## config.mk

```make
export PLATFORM = sky130hd
export DESIGN_NAME = admx_bus
export DESIGN_NICKNAME = d
export VERILOG_FILES = /design/src/design/admx_pkg.sv /design/src/design/admx_bus.sv
export VERILOG_INCLUDE_DIRS = /design/src /design/src/design
export SDC_FILE = /design/constraint.sdc
export NUM_CORES = 1
export LEC_CHECK = 0
export ABC_AREA = 0
export BUFFER_PORTS_ARGS = -buffer_cell sky130_fd_sc_hd__buf_2
export CAP_MARGIN = 25
export CORE_MARGIN = 1
export CORE_UTILIZATION = 41
export CTS_CLUSTER_SIZE = 25
export DETAILED_ROUTE_END_ITERATION = 12
export GPL_ROUTABILITY_DRIVEN = 0
export HOLD_SLACK_MARGIN = 0.15
export PLACE_DENSITY = 0.76
export RECOVER_POWER = 100
export SETUP_SLACK_MARGIN = 0.5
export SLEW_MARGIN = 20
export SYNTH_ARGS = -nofsm -noshare
export SYNTH_HDL_FRONTEND = slang
export SYNTH_SLANG_ARGS = --single-unit
```

## constraint.sdc

```tcl
create_clock -name ref_clk -period 2.56 [get_ports ref_clk]
set_clock_uncertainty 0.2 [all_clocks]
set_input_delay 0.256 -clock ref_clk [delete_from_list [all_inputs] [get_ports ref_clk]]
set_output_delay 0.256 -clock ref_clk [all_outputs]
set_load 0.005 [all_outputs]
```

## src/design/admx_params.svh

```systemverilog
// Purpose: Constants for the multiplexed address/data bus controller
// Assumes: 100 MHz ref_clk
// Notes: Areas 3 to 7 may run multiplexed
`ifndef ADMX_PARAMS_SVH
`define ADMX_PARAMS_SVH
// ==========================================================
// Area range and field widths
`define ADMX_FIRST_AREA 3
`define ADMX_LAST_AREA 7
`define ADMX_AREAS 8
`define ADMX_ADDR_W 24
`define ADMX_DATA_W 16
`define ADMX_WAIT_W 3
// ==========================================================
// Reset values of the configuration
`define ADMX_MUX_EN_RST 8'h00
`endif

```

## src/design/admx_pkg.sv

```systemverilog
// Purpose: Types for the multiplexed address/data bus controller
// Assumes: Included header supplies the numeric constants
// Notes: Gray codes run along the usual state path
`include "admx_params.svh"
package admx_pkg;
  // ========================================================
  // Bus cycle state machine
  typedef enum logic [3:0] {
    ADMX_IDLE = 4'h0,
    ADMX_CSX_PRE = 4'h1,
    ADMX_ADDR_ONE = 4'h3,
    ADMX_ADDR_WAIT = 4'h2,
    ADMX_ADDR_TWO = 4'h6,
    ADMX_DATA_ONE = 4'h7,
    ADMX_DATA_TWO = 4'h5,
    ADMX_DATA_WAIT = 4'h4,
    ADMX_DATA_THREE = 4'hC,
    ADMX_CSX_POST = 4'hD
  } admx_state_e;

  // Access request from the internal bus
  typedef struct packed {
    logic [`ADMX_ADDR_W-1:0] addr;
    logic [2:0] area;
    logic write;
    logic upper_valid;
    logic lower_valid;
    logic [`ADMX_DATA_W-1:0] wdata;
  } admx_req_s;

  // Per-area timing configuration
  typedef struct packed {
    logic [`ADMX_AREAS-1:0] area_width_high;
    logic [`ADMX_AREAS-1:0] area_width_low;
    logic [`ADMX_AREAS-1:0] three_state;
    logic [`ADMX_AREAS-1:0] read_negation_late;
    logic [`ADMX_AREAS-1:0] csx_head;
    logic [`ADMX_AREAS-1:0] csx_tail;
    logic [`ADMX_AREAS*`ADMX_WAIT_W-1:0] prog_waits;
    logic pin_wait_enable;
  } admx_cfg_s;
endpackage

```

## src/design/admx_bus.sv

```systemverilog
// Purpose: Runs multiplexed address/data bus cycles for areas 3 to 7
// Assumes: One access at a time; request held until done pulses
// Notes: Data phase follows the basic bus timing settings
`timescale 1ns/100ps
module admx_bus
  import admx_pkg::*;
#(
  parameter int ADDR_W = `ADMX_ADDR_W
) (
  input wire logic ref_clk,
  input wire logic rstn,
  input wire logic req_valid,
  input wire admx_req_s req,
  output logic req_done,
  output logic [`ADMX_DATA_W-1:0] rdata,
  input wire logic [`ADMX_AREAS-1:0] area_mux_enable,
  input wire logic address_cycle_extend,
  input wire admx_cfg_s cfg,
  output logic [ADDR_W-1:0] addr_out,
  output logic [`ADMX_DATA_W-1:0] data_out,
  output logic [`ADMX_DATA_W-1:0] data_oe,
  input wire logic [`ADMX_DATA_W-1:0] data_in,
  output logic [`ADMX_AREAS-1:0] area_select_n,
  output logic address_hold_strobe_n,
  output logic read_strobe_n,
  output logic read_write_n,
  output logic upper_byte_write_strobe_n,
  output logic lower_byte_write_strobe_n,
  output logic cycle_start_flag_n,
  input wire logic wait_n
);
  // Elaboration check: the request carries a fixed-width address
  if (ADDR_W != `ADMX_ADDR_W) begin : g_addr_w_check
    $error("ADDR_W must match address bus");
  end

  // ========================================================
  // Input synchronisers
  logic wait_meta_q, wait_sync_q;
  logic [`ADMX_DATA_W-1:0] din_meta_q, din_sync_q;
  always_ff @(posedge ref_clk or negedge rstn) begin
    if (!rstn) begin
      wait_meta_q <= 1'b1;
      wait_sync_q <= 1'b1;
      din_meta_q <= 16'h0000;
      din_sync_q <= 16'h0000;
    end else begin
      wait_meta_q <= wait_n;
      wait_sync_q <= wait_meta_q;
      din_meta_q <= data_in;
      din_sync_q <= din_meta_q;
    end
  end

  // ========================================================
  // Request latch and per-area settings
  admx_state_e state_q;
  admx_req_s cur_q;
  logic [`ADMX_WAIT_W-1:0] wcnt_q;
  logic [2:0] ar;
  logic narrow, any_mux, start;
  logic [1:0] fin_q;
  assign ar = cur_q.area;
  assign narrow = cfg.area_width_high[ar] & cfg.area_width_low[ar];
  assign any_mux = |area_mux_enable[`ADMX_LAST_AREA:`ADMX_FIRST_AREA];
  // No new start while a finished access is still draining
  assign start = (state_q == ADMX_IDLE) && req_valid &&
                 (fin_q == 2'b00) && !req_done &&
                 (req.area >= 3'(`ADMX_FIRST_AREA)) &&
                 area_mux_enable[req.area];

  always_ff @(posedge ref_clk or negedge rstn) begin
    if (!rstn) begin
      cur_q <= '0;
    end else if (start) begin
      cur_q <= req;
    end
  end

  // ========================================================
  // Cycle state machine
  always_ff @(posedge ref_clk or negedge rstn) begin
    if (!rstn) begin
      state_q <= ADMX_IDLE;
      wcnt_q <= 3'h0;
    end else begin
      case (state_q)
        ADMX_IDLE: begin
          if (start) begin
            state_q <= cfg.csx_head[req.area] ? ADMX_CSX_PRE
                                              : ADMX_ADDR_ONE;
          end
        end
        ADMX_CSX_PRE: state_q <= ADMX_ADDR_ONE;
        ADMX_ADDR_ONE: begin
          // Address phase gains one state only when address_cycle_extend is set; waits ignored here
          state_q <= address_cycle_extend ? ADMX_ADDR_WAIT
                                          : ADMX_ADDR_TWO;
        end
        ADMX_ADDR_WAIT: state_q <= ADMX_ADDR_TWO;
        ADMX_ADDR_TWO: state_q <= ADMX_DATA_ONE;
        ADMX_DATA_ONE: state_q <= ADMX_DATA_TWO;
        ADMX_DATA_TWO: begin
          wcnt_q <= cfg.prog_waits[ar*`ADMX_WAIT_W +: `ADMX_WAIT_W];
          if (!cfg.three_state[ar]) begin
            state_q <= cfg.csx_tail[ar] ? ADMX_CSX_POST : ADMX_IDLE;
          end else if (cfg.prog_waits[ar*`ADMX_WAIT_W +: `ADMX_WAIT_W]
                       != 3'h0 || (cfg.pin_wait_enable && !wait_sync_q)) begin
            state_q <= ADMX_DATA_WAIT;
          end else begin
            state_q <= ADMX_DATA_THREE;
          end
        end
        ADMX_DATA_WAIT: begin
          if (wcnt_q != 3'h0) begin
            wcnt_q <= wcnt_q - 3'h1;
          end
          if ((wcnt_q <= 3'h1) &&
              !(cfg.pin_wait_enable && !wait_sync_q)) begin
            state_q <= ADMX_DATA_THREE;
          end
        end
        ADMX_DATA_THREE: begin
          state_q <= cfg.csx_tail[ar] ? ADMX_CSX_POST : ADMX_IDLE;
        end
        ADMX_CSX_POST: state_q <= ADMX_IDLE;
        default: state_q <= ADMX_IDLE;
      endcase
    end
  end

  // ========================================================
  // Phase decode for the pin drivers
  logic in_addr, in_data, in_cycle, last_data, rd_on;
  assign in_addr = (state_q == ADMX_ADDR_ONE) ||
                   (state_q == ADMX_ADDR_WAIT) ||
                   (state_q == ADMX_ADDR_TWO);
  assign in_data = (state_q == ADMX_DATA_ONE) ||
                   (state_q == ADMX_DATA_TWO) ||
                   (state_q == ADMX_DATA_WAIT) ||
                   (state_q == ADMX_DATA_THREE);
  assign in_cycle = in_addr || in_data || (state_q == ADMX_CSX_PRE) ||
                    (state_q == ADMX_CSX_POST);
  assign last_data = (state_q == ADMX_DATA_THREE) ||
                     ((state_q == ADMX_DATA_TWO) && !cfg.three_state[ar]);
  // Late negation keeps the read strobe on through the last data state
  assign rd_on = in_data && !cur_q.write &&
                 (!last_data || cfg.read_negation_late[ar]);

  // Registered pin outputs, set one clock after the state
  always_ff @(posedge ref_clk or negedge rstn) begin
    if (!rstn) begin
      addr_out <= '0;
      data_out <= 16'h0000;
      data_oe <= 16'h0000;
      area_select_n <= 8'hFF;
      address_hold_strobe_n <= 1'b1;
      read_strobe_n <= 1'b1;
      read_write_n <= 1'b1;
      upper_byte_write_strobe_n <= 1'b1;
      lower_byte_write_strobe_n <= 1'b1;
      cycle_start_flag_n <= 1'b1;
    end else begin
      addr_out <= in_cycle ? cur_q.addr : addr_out;
      area_select_n <= 8'hFF;
      if (in_cycle) begin
        area_select_n[ar] <= 1'b0;
      end
      // Hold behaviour once any area is mux; plain strobe before
      address_hold_strobe_n <= !(in_addr &&
                                 (any_mux || state_q != ADMX_ADDR_TWO));
      cycle_start_flag_n <= !(state_q == ADMX_ADDR_ONE);
      read_write_n <= !(in_cycle && cur_q.write);
      read_strobe_n <= !rd_on;
      upper_byte_write_strobe_n <= !(in_data && cur_q.write &&
          cur_q.upper_valid && !narrow && !last_data);
      lower_byte_write_strobe_n <= !(in_data && cur_q.write &&
          cur_q.lower_valid && !last_data);
      if (in_addr) begin
        data_out <= narrow ? {8'h00, cur_q.addr[7:0]}
                           : cur_q.addr[15:0];
        data_oe <= narrow ? 16'h00FF : 16'hFFFF;
      end else if (in_data && cur_q.write) begin
        data_out <= narrow ? {8'h00, cur_q.wdata[7:0]} : cur_q.wdata;
        data_oe <= narrow ? 16'h00FF : 16'hFFFF;
      end else begin
        data_out <= 16'h0000;
        data_oe <= 16'h0000;
      end
    end
  end

  // ========================================================
  // Read data capture and completion
  // Pin data takes two clocks through the synchroniser, so completion
  // waits in a two-stage pipe before the read word is taken
  always_ff @(posedge ref_clk or negedge rstn) begin
    if (!rstn) begin
      fin_q <= 2'b00;
    end else begin
      fin_q <= {fin_q[0], in_data && last_data};
    end
  end

  // Completion pulse and read word from the synchronised pins
  always_ff @(posedge ref_clk or negedge rstn) begin
    if (!rstn) begin
      rdata <= 16'h0000;
      req_done <= 1'b0;
    end else begin
      req_done <= fin_q[1];
      if (fin_q[1] && !cur_q.write) begin
        rdata <= narrow ? {8'h00, din_sync_q[7:0]} : din_sync_q;
      end
    end
  end
endmodule

```

==> flow_summary.ini <==
[die]
core-area_mm2 = 0.01594
io_pins = 235
die_x_um = 130.0
start_util_pct = 42.14
dieHeight_um = 130.0
rows = 46
fp.dieArea_mm2 = 0.01690

[grt]
antenna_found_initial = 6
grt_pass1_wl_um = 28050
overflow = 0
grt.total_usage_pct = 22.57
grt_pass1_vias = 5384
grt_max_degree = 163

[power]
clockPowerShare_pct = 22.9
intPower_mw = 7.350
ir_drop_uv = 648.1
p_leak_nw = 4.536
power_frac_seq_pct = 36.7
combPwrFrac_pct = 40.4
p_sw_mw = 3.872
swShare_pct = 34.50
power-per-cell-area_mw_per_mm2 = 1138
totalPowerFinal_mw = 11.22

[sta]
clock.fmax_mhz = 428.0
final_hold_viol_count = 0
finalSetupViolations = 0
rsz0062_at_grt = yes
slew-limit-headroom_pct = 4.353
setup_tns_ns = 0
slew_viol_final = 0
period_share_pct = 91.27
tightest_slew_ns = 1.435
fin_crit_ns = 2.336

[worst_setup_path]
cpMaxStageDelayCell = dfrtp_1
crit_path_start_kind = flip-flop
worst-setup-path-type = flip-flop to flip-flop
max_stage_delay_ns = 0.52
rr_worst_depth = 6
cp_max_fo = 5
cp-end-kind = flip-flop
crit_chain = buf_6, mux4_2, a31oi_1, buf_12, nor2_1, a22o_1
critPathRequiredTime_ns = 2.67
crit_arrival_ns = 2.45

[yosys]
ys_types = 53
ys_seq_area_share_pct = 60.63
syn_inst = 474
synth_flop_cell = dfrtp_1
synth_warnings = 0
synth_async_sr_flop_share_pct = 100.0
syn-num-nets = 625
avgSynthCellArea_um2 = 14.17
ys_ff_latch = 162
syn_area_mm2 = 0.006719
synth-edff-count = 0

[place]
portBuffers = 231
dp_hpwl_um = 12200
dp_cells = 906

[detailed_routing]
wl_um = 19200
antenna_left = 0
drc = 0
drt-pass1-iter-count = 4
drtIter0Drc = 323
avgRoutedWirePerCell_um = 18.30
vias = 5300
viasPerCell = 5.052

[clocking]
cts.clk_slew.worst_paths_ns = 0.07
cts_made_buffers = 17
cts_buffer_depth = 2
root_buffer = clkbuf_16
clkLatencyLatePin_ns = 0.42
cts_sinks = 162
htreeDepth = 4
cts_tree = done

[final_layout]
num-nets-final = 965
area_growth_pct = 46.70
drive_gt1_share_pct = 46.07
final.fill_count = 1250
finalNonFillerCells = 1049

[min_path]
holdPathStages = 0
min-delay-path-class = flip-flop to flip-flop

[outcome]
status = complete, no violations

[run]
cap_violations = 0
path summary, 6_finish.rpt:
path	startpoint	to	slack (ns)
worst max-delay path	ar[0]$_DFFE_PN0P_	data_out[10]$_DFF_PN0_	0.22
worst min-delay path	din_meta_q[7]$_DFF_PN0_	din_sync_q[7]$_DFF_PN0_	0.15
worst max register to register	ar[0]$_DFFE_PN0P_	data_out[10]$_DFF_PN0_	0.22
worst min register to register	din_meta_q[7]$_DFF_PN0_	din_sync_q[7]$_DFF_PN0_	0.15
max in group asynchronous	rstn	din_meta_q[2]$_DFF_PN0_	0.62
min in group asynchronous	rstn	din_sync_q[6]$_DFF_PN0_	0.55
cell type report:
| cell class | instances | area [um2] | area share [%] |
|---|---|---|---|
| Multi-Input combinational cell | 268 | 2524 | 25.60 |
| Antenna cell | 6 | 15.01 | 0.1523 |
| Tap cell | 216 | 270.3 | 2.742 |
| Clock inverter | 15 | 185.2 | 1.879 |
| Inverter | 7 | 26.28 | 0.2666 |
| Clock buffer | 17 | 425.4 | 4.316 |
| Sequential cell | 162 | 4076 | 41.36 |
| Timing Repair Buffer | 358 | 2335 | 23.69 |
logic make-up (layout without fill, tap and decap cells):
| family | after synthesis | in the layout | share of synthesized area (%) |
|---|---|---|---|
| fa+ha+maj | 3 | 3 | 0.5587 |
| flops | 162 | 162 | 60.63 |
| other cells | 0 | 6 | 0 |
| buf+inv | 46 | 397 | 4.022 |
| mux | 102 | 102 | 18.92 |
| simple gates | 93 | 94 | 7.728 |
| compound gates | 68 | 69 | 8.138 |
critical path: cells and delay by family, from the launching register on:
| family | cells | cell delay, ns |
|---|---|---|
| muxes | 1 | 0.50 |
| buffers and inverters | 2 | 0.35 |
| AOI/OAI and AO/OA | 2 | 0.54 |
| and+or+nand+nor | 1 | 0.10 |
| DFF | 1 | 0.52 |
power by group through the flow:
| stage | Combinational (mW) | Sequential (mW) | Clock (mW) |
|---|---|---|---|
| finish | 4.53 | 4.12 | 2.57 |
| global route | 4.91 | 4.23 | 2.75 |
| CTS | 4.48 | 4.08 | 2.64 |
| detailed placement | 3.86 | 4.15 | 0 |
| global placement | 3.72 | 4.07 | 0 |
| floorplan | 2.54 | 4.03 | 0 |
sequential cells by signal, summed over array words and instances, names as in the netlist, 2 cells and up:
register,flops
state_q,4
fin_q,2
din_meta_q,16
wcnt_q,3
din_sync_q,16
ar,3
rdata,16
addr_out,24
area_select_n,8
data_oe,2
cur_q,43
data_out,16
synth_stat cells, drive strengths merged, types with 4 or more instances:
cell type    n  area (um2)
nand2b       5       31.28
dfstp       16       420.4
dfrtp      146        3654
clkbuf       7       26.28
o21ai        9       45.04
nand2       21       78.83
nor2        20       97.59
nor3         5       25.02
a21oi       11       55.05
a22o        24       210.2
inv          7       26.27
mux2i       10       100.1
or3          4       25.02
mux4        12       270.3
nand3       11       55.05
nor2b        9       56.30
mux2        80       900.9
buf         32       217.7
metrics by stage:
stage | util (%) | hold WS, ns | worst slack (ns) | area [um2]
final | 61.83 | 0.1496 | 0.2236 | 9857
after CTS | 61.47 | 0.1523 | 0.3631 | 9801
after floorplan | - | -0.2396 | 0.5261 | 6719
after detailed placement | 50.96 | 0.1362 | 0.1001 | 8124
after global routing | 61.75 | 0.1550 | 0.1609 | 9844
after global placement | 50.96 | 0.1321 | 0.1510 | 8124
routing by layer:
layer / GRT usage, % / up-vias / share of wire [%]
met3: 7.708 / 27 / 8.2
li1: - / 2399 / -
met1: 25.48 / 2634 / 38
met5: 0 / - / 0.068
met4: 7.661 / 2 / 1.4
met2: 39.86 / 238 / 52
repair_timing:
| action | CTS | global route |
|---|---|---|
| pin swaps | 11 | 20 |
| gates resized for setup | 27 | 43 |
| gates cloned | 2 | 2 |
| hold buffers | 76 | 0 |
| endpoints found under the hold margin | 215 | 0 |
| setup endpoints to repair | 104 | 71 |
| buffers inserted | 19 | 6 |
layout by cell type, fill, tap and decap left out, types with 5 or more instances in the layout:
master           n
clkbuf_16       17
mux2_2          63
buf_12           5
mux4_2          12
buf_2          178
a21oi_1         11
inv_1            6
mux2_4           5
dfstp_2         16
buf_4           24
buf_6           10
mux2i_1          7
o21ai_0          7
diode_2          6
nand3_1         11
nor2b_1          9
nor2_1          17
a22o_1          24
dlygate4sd3_1   76
nand2b_1         5
mux2_1          12
clkbuf_1        58
nand2_1         20
dfrtp_1        144
inv_8            5
Note: power is estimated with default switching activity, not from simulation.
